$ cat src/rtl/vsp_pkg.sv
package vsp_pkg;

  // ----------------------------------------------------------------
  // register byte offsets
  // ----------------------------------------------------------------
  localparam logic [7:0] VSP_CTRL_OFS   = 8'h00;
  localparam logic [7:0] VSP_EXT_OFS    = 8'h04;
  localparam logic [7:0] VSP_HTOT_OFS   = 8'h08;
  localparam logic [7:0] VSP_HSW_OFS    = 8'h0C;
  localparam logic [7:0] VSP_VTOT_OFS   = 8'h10;
  localparam logic [7:0] VSP_VSW_OFS    = 8'h14;
  localparam logic [7:0] VSP_PIX_OFS    = 8'h18;
  localparam logic [7:0] VSP_STAT_OFS   = 8'h1C;

  // ----------------------------------------------------------------
  // field positions
  // ----------------------------------------------------------------
  localparam int VSP_CTRL_EN_BIT      = 0;
  localparam int VSP_CTRL_SRC_LSB     = 1;
  localparam int VSP_CTRL_SLAVE_BIT   = 3;
  localparam int VSP_EXT_LSB          = 16;
  localparam int VSP_EXT_HCOMP_BIT    = 16;
  localparam int VSP_EXT_HPOL_BIT     = 17;
  localparam int VSP_EXT_VCOMP_BIT    = 18;
  localparam int VSP_EXT_VPOL_BIT     = 19;
  localparam int VSP_PIX_COL_LSB      = 0;
  localparam int VSP_PIX_PAL_LSB      = 8;
  localparam int VSP_PIX_LCD_LSB      = 16;
  localparam int VSP_STAT_HACT_BIT    = 12;
  localparam int VSP_STAT_VACT_BIT    = 13;
  localparam int VSP_STAT_VCNT_LSB    = 16;

  // ----------------------------------------------------------------
  // values after reset
  // ----------------------------------------------------------------
  localparam logic [3:0]  VSP_CTRL_RST  = 4'h0;
  localparam logic [3:0]  VSP_EXT_RST   = 4'h0;
  localparam logic [11:0] VSP_HTOT_RST  = 12'h31F;
  localparam logic [7:0]  VSP_HSW_RST   = 8'h30;
  localparam logic [10:0] VSP_VTOT_RST  = 11'h20C;
  localparam logic [7:0]  VSP_VSW_RST   = 8'h02;
  localparam logic [23:0] VSP_PIX_RST   = 24'h000000;

  // ----------------------------------------------------------------
  // data source select
  // ----------------------------------------------------------------
  typedef enum logic [1:0] {
    VSP_SRC_COLOUR,
    VSP_SRC_PALETTE,
    VSP_SRC_LCD,
    VSP_SRC_SPARE
  } vsp_src_t;

  // quarter-rate divider for lcd mode, in pixel ticks
  localparam logic [1:0] VSP_QDIV_LAST = 2'h3;

endpackage

$ cat src/rtl/vsp_sync2.sv
`timescale 1ns/10ps
`default_nettype none
module vsp_sync2 #(
  parameter int WIDTH = 2
) (
  input  wire logic             hclk,
  input  wire logic             hresetn,
  input  wire logic             ce,
  input  wire logic [WIDTH-1:0] async_in,
  output logic      [WIDTH-1:0] sync_out
);

  // first stage feeds only the second stage
  logic [WIDTH-1:0] meta_r;
  logic [WIDTH-1:0] meta_nxt;
  logic [WIDTH-1:0] sync_r;
  logic [WIDTH-1:0] sync_nxt;

  always_comb begin
    meta_nxt = ce ? async_in : meta_r;
    sync_nxt = ce ? meta_r : sync_r;
  end

  always_ff @(posedge hclk or negedge hresetn) begin
    if (!hresetn) begin
      meta_r <= '0;
      sync_r <= '0;
    end else begin
      meta_r <= meta_nxt;
      sync_r <= sync_nxt;
    end
  end

  assign sync_out = sync_r;

endmodule
`default_nettype wire

$ cat src/rtl/vsp_top.sv
// How it works
// enabled port drives qualifying clock with data
// qualifier at pixel rate, quarter in lcd
// data port selects colour, palette or lcd
// bits 17:16 pick hsync or nor composite, polarity
// line sync width counted in two-pixel units
// external sync input realigns video timing
// all video timing paced by video clock
// bits 19:18 pick vsync or xnor, width lines
// disabled port holds clock and data static
//
// Our own choices: the AHB-Lite slave port and the register offsets.
`timescale 1ns/10ps
`default_nettype none
module vsp_top
  import vsp_pkg::*;
(
  input  wire logic        hclk,
  input  wire logic        hresetn,
  input  wire logic        ce,
  input  wire logic        hsel,
  input  wire logic [31:0] haddr,
  input  wire logic [1:0]  htrans,
  input  wire logic        hwrite,
  input  wire logic [2:0]  hsize,
  input  wire logic [31:0] hwdata,
  input  wire logic        hready,
  output logic             hreadyout,
  output logic [31:0]      hrdata,
  output logic             hresp,
  input  wire logic        video_clk,
  input  wire logic        ext_sync_in,
  output logic             hsync_out,
  output logic             vsync_out,
  output logic             ext_video_qual_clock,
  output logic [7:0]       ext_video_data
);

  // ----------------------------------------------------------------
  // pin sampling
  // ----------------------------------------------------------------
  logic [1:0] pin_sync;

  vsp_sync2 #(
    .WIDTH (2)
  ) u_sync (
    .hclk     (hclk),
    .hresetn  (hresetn),
    .ce       (ce),
    .async_in ({ext_sync_in, video_clk}),
    .sync_out (pin_sync)
  );

  logic vclk_d_r;
  logic vclk_d_nxt;
  logic esync_d_r;
  logic esync_d_nxt;
  logic pix_tick;
  logic esync_rise;

  always_comb begin
    vclk_d_nxt  = ce ? pin_sync[0] : vclk_d_r;
    esync_d_nxt = ce ? pin_sync[1] : esync_d_r;
  end

  always_ff @(posedge hclk or negedge hresetn) begin
    if (!hresetn) begin
      vclk_d_r  <= 1'b0;
      esync_d_r <= 1'b0;
    end else begin
      vclk_d_r  <= vclk_d_nxt;
      esync_d_r <= esync_d_nxt;
    end
  end

  // one pixel per sampled rising edge of the video clock
  assign pix_tick   = ce & pin_sync[0] & ~vclk_d_r;
  assign esync_rise = ce & pin_sync[1] & ~esync_d_r;

  // ----------------------------------------------------------------
  // ahb-lite slave
  // ----------------------------------------------------------------
  logic [3:0]  ctrl_r;
  logic [3:0]  ctrl_nxt;
  logic [3:0]  ext_r;
  logic [3:0]  ext_nxt;
  logic [11:0] htot_r;
  logic [11:0] htot_nxt;
  logic [7:0]  hsw_r;
  logic [7:0]  hsw_nxt;
  logic [10:0] vtot_r;
  logic [10:0] vtot_nxt;
  logic [7:0]  vsw_r;
  logic [7:0]  vsw_nxt;
  logic [23:0] pix_r;
  logic [23:0] pix_nxt;
  logic        wr_pend_r;
  logic        wr_pend_nxt;
  logic [7:0]  wr_addr_r;
  logic [7:0]  wr_addr_nxt;
  logic [31:0] rdata_r;
  logic [31:0] rdata_nxt;
  logic [31:0] rd_mux;
  logic        addr_ok;
  logic        h_act;
  logic        v_act;
  logic [11:0] hcnt_r;
  logic [10:0] vcnt_r;

  // the bus stalls while the block is frozen, so no transfer is lost
  assign hreadyout = ce;
  assign hresp     = 1'b0;
  assign hrdata    = rdata_r;
  assign addr_ok   = hsel & htrans[1] & hready & ce;

  always_comb begin
    rd_mux = 32'h00000000;
    unique case (haddr[7:0])
      VSP_CTRL_OFS: rd_mux[3:0] = ctrl_r;
      VSP_EXT_OFS:  rd_mux[VSP_EXT_LSB +: 4] = ext_r;
      VSP_HTOT_OFS: rd_mux[11:0] = htot_r;
      VSP_HSW_OFS:  rd_mux[7:0] = hsw_r;
      VSP_VTOT_OFS: rd_mux[10:0] = vtot_r;
      VSP_VSW_OFS:  rd_mux[7:0] = vsw_r;
      VSP_PIX_OFS:  rd_mux[23:0] = pix_r;
      VSP_STAT_OFS: begin
        rd_mux[11:0] = hcnt_r;
        rd_mux[VSP_STAT_HACT_BIT] = h_act;
        rd_mux[VSP_STAT_VACT_BIT] = v_act;
        rd_mux[VSP_STAT_VCNT_LSB +: 11] = vcnt_r;
      end
      default: rd_mux = 32'h00000000;
    endcase
    if (haddr[31:8] != 24'h000000) begin
      rd_mux = 32'h00000000;
    end
  end

  always_comb begin
    ctrl_nxt    = ctrl_r;
    ext_nxt     = ext_r;
    htot_nxt    = htot_r;
    hsw_nxt     = hsw_r;
    vtot_nxt    = vtot_r;
    vsw_nxt     = vsw_r;
    pix_nxt     = pix_r;
    wr_pend_nxt = wr_pend_r;
    wr_addr_nxt = wr_addr_r;
    rdata_nxt   = rdata_r;
    if (ce) begin
      if (wr_pend_r) begin
        unique case (wr_addr_r)
          VSP_CTRL_OFS: ctrl_nxt = hwdata[3:0];
          VSP_EXT_OFS:  ext_nxt  = hwdata[VSP_EXT_LSB +: 4];
          VSP_HTOT_OFS: htot_nxt = hwdata[11:0];
          VSP_HSW_OFS:  hsw_nxt  = hwdata[7:0];
          VSP_VTOT_OFS: vtot_nxt = hwdata[10:0];
          VSP_VSW_OFS:  vsw_nxt  = hwdata[7:0];
          VSP_PIX_OFS:  pix_nxt  = hwdata[23:0];
          default: ;
        endcase
      end
      wr_pend_nxt = addr_ok & hwrite & (haddr[31:8] == 24'h000000);
      wr_addr_nxt = haddr[7:0];
      if (addr_ok & ~hwrite) begin
        rdata_nxt = rd_mux;
      end
    end
  end

  always_ff @(posedge hclk or negedge hresetn) begin
    if (!hresetn) begin
      ctrl_r    <= VSP_CTRL_RST;
      ext_r     <= VSP_EXT_RST;
      htot_r    <= VSP_HTOT_RST;
      hsw_r     <= VSP_HSW_RST;
      vtot_r    <= VSP_VTOT_RST;
      vsw_r     <= VSP_VSW_RST;
      pix_r     <= VSP_PIX_RST;
      wr_pend_r <= 1'b0;
      wr_addr_r <= 8'h00;
      rdata_r   <= 32'h00000000;
    end else begin
      ctrl_r    <= ctrl_nxt;
      ext_r     <= ext_nxt;
      htot_r    <= htot_nxt;
      hsw_r     <= hsw_nxt;
      vtot_r    <= vtot_nxt;
      vsw_r     <= vsw_nxt;
      pix_r     <= pix_nxt;
      wr_pend_r <= wr_pend_nxt;
      wr_addr_r <= wr_addr_nxt;
      rdata_r   <= rdata_nxt;
    end
  end

  // ----------------------------------------------------------------
  // raster timing
  // ----------------------------------------------------------------
  logic [11:0] hcnt_nxt;
  logic [10:0] vcnt_nxt;
  logic [12:0] hsw_pix;
  logic        hs_comb;
  logic        vs_comb;
  logic        hsync_r;
  logic        hsync_nxt;
  logic        vsync_r;
  logic        vsync_nxt;

  assign hsw_pix = {4'h0, hsw_r, 1'b0};
  assign h_act   = {1'b0, hcnt_r} < hsw_pix;
  assign v_act   = vcnt_r < {3'h0, vsw_r};

  always_comb begin
    hcnt_nxt = hcnt_r;
    vcnt_nxt = vcnt_r;
    if (ctrl_r[VSP_CTRL_SLAVE_BIT] && esync_rise) begin
      // slaved: restart the frame at the outside system's sync
      hcnt_nxt = 12'h000;
      vcnt_nxt = 11'h000;
    end else if (pix_tick) begin
      if (hcnt_r >= htot_r) begin
        hcnt_nxt = 12'h000;
        vcnt_nxt = (vcnt_r >= vtot_r) ? 11'h000 : vcnt_r + 11'h001;
      end else begin
        hcnt_nxt = hcnt_r + 12'h001;
      end
    end
  end

  always_comb begin
    // nor composite is active low by nature; polarity bit turns it round
    hs_comb = ext_r[VSP_EXT_HCOMP_BIT - VSP_EXT_LSB] ? ~(h_act | v_act) : h_act;
    vs_comb = ext_r[VSP_EXT_VCOMP_BIT - VSP_EXT_LSB] ? ~(h_act ^ v_act) : v_act;
    hsync_nxt = ce ? (hs_comb ^ ext_r[VSP_EXT_HPOL_BIT - VSP_EXT_LSB]) : hsync_r;
    vsync_nxt = ce ? (vs_comb ^ ext_r[VSP_EXT_VPOL_BIT - VSP_EXT_LSB]) : vsync_r;
  end

  always_ff @(posedge hclk or negedge hresetn) begin
    if (!hresetn) begin
      hcnt_r  <= 12'h000;
      vcnt_r  <= 11'h000;
      hsync_r <= 1'b0;
      vsync_r <= 1'b0;
    end else begin
      hcnt_r  <= hcnt_nxt;
      vcnt_r  <= vcnt_nxt;
      hsync_r <= hsync_nxt;
      vsync_r <= vsync_nxt;
    end
  end

  assign hsync_out = hsync_r;
  assign vsync_out = vsync_r;

  // ----------------------------------------------------------------
  // digital video port
  // ----------------------------------------------------------------
  vsp_src_t    src;
  logic        port_en;
  logic        lcd_mode;
  logic [1:0]  qdiv_r;
  logic [1:0]  qdiv_nxt;
  logic        qual_r;
  logic        qual_nxt;
  logic [7:0]  data_r;
  logic [7:0]  data_nxt;
  logic [7:0]  src_data;
  logic        load;

  assign src      = vsp_src_t'(ctrl_r[VSP_CTRL_SRC_LSB +: 2]);
  assign port_en  = ctrl_r[VSP_CTRL_EN_BIT];
  assign lcd_mode = (src == VSP_SRC_LCD);

  always_comb begin
    unique case (src)
      VSP_SRC_COLOUR:  src_data = pix_r[VSP_PIX_COL_LSB +: 8];
      VSP_SRC_PALETTE: src_data = pix_r[VSP_PIX_PAL_LSB +: 8];
      VSP_SRC_LCD:     src_data = pix_r[VSP_PIX_LCD_LSB +: 8];
      VSP_SRC_SPARE:   src_data = 8'h00;
    endcase
  end

  // data changes as the qualifier falls (in lcd mode one clock before it falls), so its rise marks it valid
  assign load = pix_tick & (~lcd_mode | (qdiv_r == VSP_QDIV_LAST));

  always_comb begin
    qdiv_nxt = qdiv_r;
    qual_nxt = qual_r;
    data_nxt = data_r;
    // port state freezes with the rest of the block while ce is low
    if (ce && !port_en) begin
      qdiv_nxt = 2'h0;
      qual_nxt = 1'b0;
      data_nxt = 8'h00;
    end else if (ce) begin
      if (pix_tick) begin
        qdiv_nxt = qdiv_r + 2'h1;
      end
      if (lcd_mode) begin
        qual_nxt = qdiv_r[1];
      end else begin
        // low for the first half of each pixel, high for the second
        qual_nxt = ~pin_sync[0];
      end
      if (load) begin
        data_nxt = src_data;
      end
    end
  end

  always_ff @(posedge hclk or negedge hresetn) begin
    if (!hresetn) begin
      qdiv_r <= 2'h0;
      qual_r <= 1'b0;
      data_r <= 8'h00;
    end else begin
      qdiv_r <= qdiv_nxt;
      qual_r <= qual_nxt;
      data_r <= data_nxt;
    end
  end

  assign ext_video_qual_clock = qual_r;
  assign ext_video_data       = data_r;

endmodule
`default_nettype wire

$ cat config.mk
export PLATFORM = sky130hd
export DESIGN_NAME = vsp_top
export DESIGN_NICKNAME = d
export VERILOG_FILES = /design/src/rtl/vsp_pkg.sv /design/src/rtl/vsp_sync2.sv /design/src/rtl/vsp_top.sv
export SDC_FILE = /design/constraint.sdc
export NUM_CORES = 1
export LEC_CHECK = 0
export ABC_AREA = 1
export BUFFER_PORTS_ARGS = -buffer_cell sky130_fd_sc_hd__buf_2
export CAP_MARGIN = 20
export CORE_MARGIN = 5
export CORE_UTILIZATION = 62
export DETAILED_ROUTE_END_ITERATION = 10
export PLACE_DENSITY_LB_ADDON = 0.12
export SYNTH_ARGS = -nofsm -noshare
export SYNTH_HDL_FRONTEND = slang
export SYNTH_HIERARCHICAL = 1
export SYNTH_SLANG_ARGS = --single-unit
$ cat constraint.sdc
create_clock -name hclk -period 3.1 [get_ports hclk]
set_clock_uncertainty 0.1 [all_clocks]
set_input_delay 0.31 -clock hclk [delete_from_list [all_inputs] [get_ports hclk]]
set_output_delay 0.31 -clock hclk [all_outputs]
set_load 0.01 [all_outputs]
# Word-level counts from Yosys, hierarchy flattened
# Cells that the tools add are included.
[word_totals]
reg_bits = 154
latchBits = 0
ram_bits = 0
mem_bits_ro = 0
in_bits = 77
out_inout_bits = 45
memories = 0
[classes]
add_sub_neg = 3
mul = 0
div_mod_pow = 0
n_lt_le_gt_ge = 4
n_eq_ne = 17
shift = 0
mux = 29
n_bitwise = 23
reduce_logical = 24
[ops]
columns = ["operator", "n"]
rows = [
  ["8-bit by 5-bit == test with 1-bit output, second input constant", 7],
  ["11-bit 2-to-1 mux", 4],
  ["12-bit 2-to-1 mux", 3],
  ["8-bit by 4-bit == test with 1-bit output, second input constant", 4],
  ["8-bit one-hot mux with 4 select lines", 1],
  ["4-bit one-hot mux with 7 select lines", 1],
  ["27-bit 2-to-1 mux", 1],
  ["24-bit zero test", 1],
  ["8-bit 2-to-1 mux", 3],
  ["4-bit one-hot mux with 6 select lines", 1],
  ["24-bit nonzero test", 1],
  ["3-bit AND reduction", 7],
  ["8-bit by 3-bit == test with 1-bit output, second input constant", 2],
  ["8-bit zero test", 2],
  ["12-bit by 1-bit adder with 12-bit output, second input constant", 1],
  ["12-bit greater-or-equal comparator", 1],
  ["12-bit by 9-bit less-than comparator with 1-bit output", 1],
  ["3-bit one-hot mux with 4 select lines", 1],
  ["4-bit one-hot mux with 3 select lines", 1],
  ["11-bit by 1-bit adder with 11-bit output, second input constant", 1],
  ["1-bit AND", 11],
  ["11-bit greater-or-equal comparator", 1],
  ["11-bit by 8-bit less-than comparator with 1-bit output", 1],
  ["2-bit nonzero test", 5],
  ["other kinds (16)", 38],
]

# Depth between registers and ports, before layout
[logic_depth]
depth_word = 7
ltp_mapped = 13

# By module
# Netlist, hierarchy kept.
[by_module_without_submodules]
columns = ["module", "n_inst", "cells_each", "area_each_um2"]
rows = [
  ["vsp_top", 1, 1071, 8145.3],
  ["vsp_sync2", 1, 17, 148.9],
]

# Least setup slack after synthesis
# Ideal clock, no wire load.
[synth_timing]
path_kind = "reg-to-reg"
start = "register hsw_r[4]"
end = "register vsync_r (netlist: vsync_out)"
arrival_time_ns = 1.933
t_required_ns = 2.935
path_slack_ns = 1.001
stages_incl_launch_ff = 14
n_path_buf = 0
path_cell_list = "dfstp_2 -> inv_1 -> ha_1 -> nand2_1 -> nand2_1 -> nand2_1 -> nand2_1 -> nand2_1 -> nand3_1 -> ha_1 -> or2_2 -> nand3_1 -> nand3_1 -> nand2_1"
[synth_via]
elab_chain_len = 5
[synth_lines]
columns = ["item", "line", "source"]
rows = [
  ["start: declaration", "vsp_top.sv:89", "logic [7:0] hsw_r;"],
  ["start signal: assignment", "vsp_top.sv:187", "hsw_r <= hsw_nxt;"],
  ["12-bit by 9-bit less-than comparator with 1-bit output", "vsp_top.sv:211", "assign h_act = {1'b0, hcnt_r} < hsw_pix;"],
  ["1-bit bitwise XOR", "vsp_top.sv:234", "vs_comb = ext_r[VSP_EXT_VCOMP_BIT - VSP_EXT_LSB] ? ~(h_act ^ v_act) : v_act;"],
  ["1-bit inverter", "vsp_top.sv:234", ""],
  ["1-bit 2-to-1 mux", "vsp_top.sv:234", ""],
  ["1-bit bitwise XOR", "vsp_top.sv:236", "vsync_nxt = ce ? (vs_comb ^ ext_r[VSP_EXT_VPOL_BIT - VSP_EXT_LSB]) : vsync_r;"],
  ["end signal: assignment", "vsp_top.sv:249", "vsync_r <= vsync_nxt;"],
  ["end: declaration", "vsp_top.sv:207", "logic vsync_r;"],
]
# No other way between the ends.
# A chain may end at the register's enable or synchronous reset.

# Worst setup path after layout
[layout_timing]
start = "register hcnt_r[8]"
end = "register vsync_r (netlist: vsync_out)"
[layout_via]
elab_chain_len = 5
[layout_lines]
columns = ["item", "line", "source"]
rows = [
  ["start: declaration", "vsp_top.sv:107", "logic [11:0] hcnt_r;"],
  ["start signal: assignment", "vsp_top.sv:246", "hcnt_r <= hcnt_nxt;"],
  ["12-bit by 9-bit less-than comparator with 1-bit output", "vsp_top.sv:211", ""],
  ["1-bit bitwise XOR", "vsp_top.sv:234", ""],
  ["1-bit inverter", "vsp_top.sv:234", ""],
  ["1-bit 2-to-1 mux", "vsp_top.sv:234", ""],
  ["1-bit bitwise XOR", "vsp_top.sv:236", ""],
]
# No other way between the ends.

==> impl_metrics.json <==
{
  "avgRoutedWirePerCell_um": 16.0,
  "layout-drive-gt1-share_pct": 15.3,
  "root_buffer": "clkbuf_16",
  "yosysWarnings": 6,
  "cts_tree": "done",
  "leakage_uw": 0.00486,
  "r2r_slack_ns": 0.67,
  "hold_viol_final": 0,
  "synth_commonest_cells": "nand2_1, dfrtp_1, inv_1",
  "drt_wl_total_um": 22100,
  "placed_area_sq_mm": 0.00895,
  "rr_worst_depth": 12,
  "outcome": "finished, final reports clean",
  "synthFlopType": "dfrtp_1",
  "preCtsSetupSlack_ns": 0.712,
  "stdcell_count": 1382,
  "numCtsBuffers": 17,
  "ys_ff_latch": 149,
  "holdCritPathClass": "in2reg",
  "rows": 42,
  "synth_compound_area_share_pct": 9.47,
  "core_area_sq_mm": 0.0132,
  "synth_area_leader_cell": "dfrtp_1",
  "yosys.area_share.adder_pct": 6.18,
  "clock-sinks": 149,
  "ys_seq_area_share_pct": 45.2,
  "syn2layout_area_growth_pct": 15.4,
  "ant_nets": 0,
  "antenna_cells": 0,
  "crit_path_end_kind": "flop",
  "chipWidth_um": 126,
  "synth_mux_area_share_pct": 0.407,
  "place_hpwl_um": 16600,
  "r2r_end": "vsync_out$_DFFE_PN0P_",
  "cp.arrival_ns": 2.70,
  "grt_remaining_overflow": 0,
  "ios": 122,
  "worstHoldEndpoint": "pix_r[21]$_DFFE_PN0P_",
  "dr.first_iter.drc_count": 777,
  "finalSetupTns_ns": 0,
  "syn_avg_cell_area_sq_um": 7.62,
  "synth_enable_flop_cells": 0,
  "crit_start": "hcnt_r[8]$_DFFE_PN0P_",
  "setup_ws_ns": 0.672,
  "grt_pass1_vias": 7128,
  "crit_type": "reg2reg",
  "fmax_mhz": 412,
  "fin_crit_ns": 2.43,
  "final_area_sq_mm": 0.00957,
  "grt_max_degree": 81,
  "hold_depth": 2,
  "drc_errors": 0,
  "slew_headroom_pct": 39.4,
  "clock_latency_ns": 0.43,
  "grt_util_all_layers_pct": 28.8,
  "startpoint_type": "flop",
  "cts-htree-levels": 4,
  "fillerInstances": 1085,
  "post-place-cells": 1345,
  "post_cts_buffers": 0,
  "cts.path.max_buffers": 2,
  "synth_area_sq_mm": 0.00829,
  "nets": 1311,
  "dieArea_sq_mm": 0.0158,
  "tightest_slew_ns": 0.905,
  "hold_buffers": 5,
  "required_ns": 3.37,
  "synth_most_common_cell": "nand2_1",
  "synth-xor-area-share_pct": 1.16,
  "rsz0062_at_grt": "no",
  "synth_top_family_by_area": "simple AND/OR/NAND/NOR gates",
  "period_share_pct": 78.3,
  "grt_pass1_wl_um": 36200,
  "cp_max_fo": 6,
  "yosysTopAreaCellShare_pct": 41.0,
  "cts_resized": 0,
  "timing.hold.ws_ns": 0.0196,
  "finalSetupViolations": 0,
  "antenna_found_initial": 0,
  "final_max_slew_viol_count": 0,
  "syn_inst": 1088,
  "dr.pass1.iters": 5,
  "initial_core_util_pct": 62.9,
  "clkTransAtPathRegs_ns": 0.06,
  "timing.rr.start": "hcnt_r[8]$_DFFE_PN0P_",
  "routabilityCongestion": 0.899,
  "synth-simple-area-share_pct": 28.9,
  "synth_area_leaders": "dfrtp_1, nand2_1, o21ai_0",
  "synthArstFlopShare_pct": 100,
  "min_from": "hwdata[21]",
  "vias": 7549,
  "io_buffers": 103,
  "synthDistinctLibCells": 44,
  "die_y_um": 126,
  "peakVddDrop_uv": 279,
  "maxCapViolations": 0,
  "cellPowerDensity_mw_per_mm2": 448,
  "via_per_inst": 5.46
}
## layout by cell type, fill, tap and decap left out, types with 8 or more instances in the layout
cell       synthesis  layout
nand3_1          100     100
inv_2              8       8
ha_1              41      41
inv_1            133     133
buf_2              5     102
clkbuf_16          0      17
dfstp_2           13      13
nand2_1          320     320
o21ai_0          109     109
buf_4             10       8
nor2_1            91      91
nand4_1           14      14
a21oi_1           18      18
xor2_1            11      11
dfrtp_1          136     136
## worst max-delay path by stage
stage	to	slack [ns]
final	vsync_out$_DFFE_PN0P_	0.67
after global routing	vsync_out$_DFFE_PN0P_	0.46
after CTS	vsync_out$_DFFE_PN0P_	0.69
after detailed placement	vsync_out$_DFFE_PN0P_	0.71
after global placement	vsync_out$_DFFE_PN0P_	0.72
after floorplan	vsync_out$_DFFE_PN0P_	1.00
## critical path: stages (launching register included)
cell and delay (ns):
dfrtp_1 0.49, ha_1 0.32, inv_1 0.03, nor2_1 0.15, nand2_1 0.10, nor2_1 0.10, nand2_1 0.12, nand3_1 0.15
ha_1 0.25, or2_2 0.29, nand3_1 0.09, nand3_1 0.09, nand2_1 0.07
## logic make-up (layout without fill, tap and decap cells)
| family | after synthesis | after routing |
|---|---|---|
| buffers and inverters | 179 | 292 |
| multiplexers | 3 | 3 |
| AND/OR/NAND/NOR | 557 | 557 |
| AO/OA/AOI/OAI | 147 | 147 |
| adder cells (fa/ha/maj) | 41 | 41 |
| other | 1 | 6 |
| flip-flops | 149 | 149 |
| XOR/XNOR | 11 | 11 |
## metal layers
layer	wire (um)	part of all wire, %	global-route usage [%]
met1	9660	44	39.0
met4	733	3.3	12.4
met3	1720	7.8	7.28
met5	0	0	0
met2	10000	45	44.2
## where the power goes
part	internal (uW)	leakage, uW	switching, uW
combinational	89.0	0.00262	183
clock	1180	0.000259	829
sequential	1970	0.00198	25.9
## stage by stage
| stage | total power (uW) | util [%] |
|---|---|---|
| 2_1_floorplan | 2170 | - |
| 5_1_grt | 4430 | 72.5 |
| 4_1_cts | 4290 | 72.5 |
| 3_3_place_gp | 2290 | 67.8 |
| 6_report | 4280 | 72.5 |
| 3_5_place_dp | 2300 | 67.8 |
## sequential cells by signal, summed over array words and instances (netlist names), 8 cells and up
name,cells
ext_video_data,8
hcnt_r,12
hrdata,27
hsw_r,8
htot_r,12
pix_r,24
vcnt_r,11
vsw_r,8
vtot_r,11
wr_addr_r,8
## cell type report
type / count / area (sq um) / share of cell area [%]
Multi-Input combinational cell: 765 / 3840 / 40.2
Sequential cell: 149 / 3740 / 39.1
Timing Repair Buffer: 117 / 652 / 6.81
Inverter: 143 / 537 / 5.61
Clock buffer: 20 / 437 / 4.56
Tap cell: 176 / 220 / 2.30
Clock inverter: 12 / 133 / 1.39
Note: power is estimated with default switching activity, not from simulation.
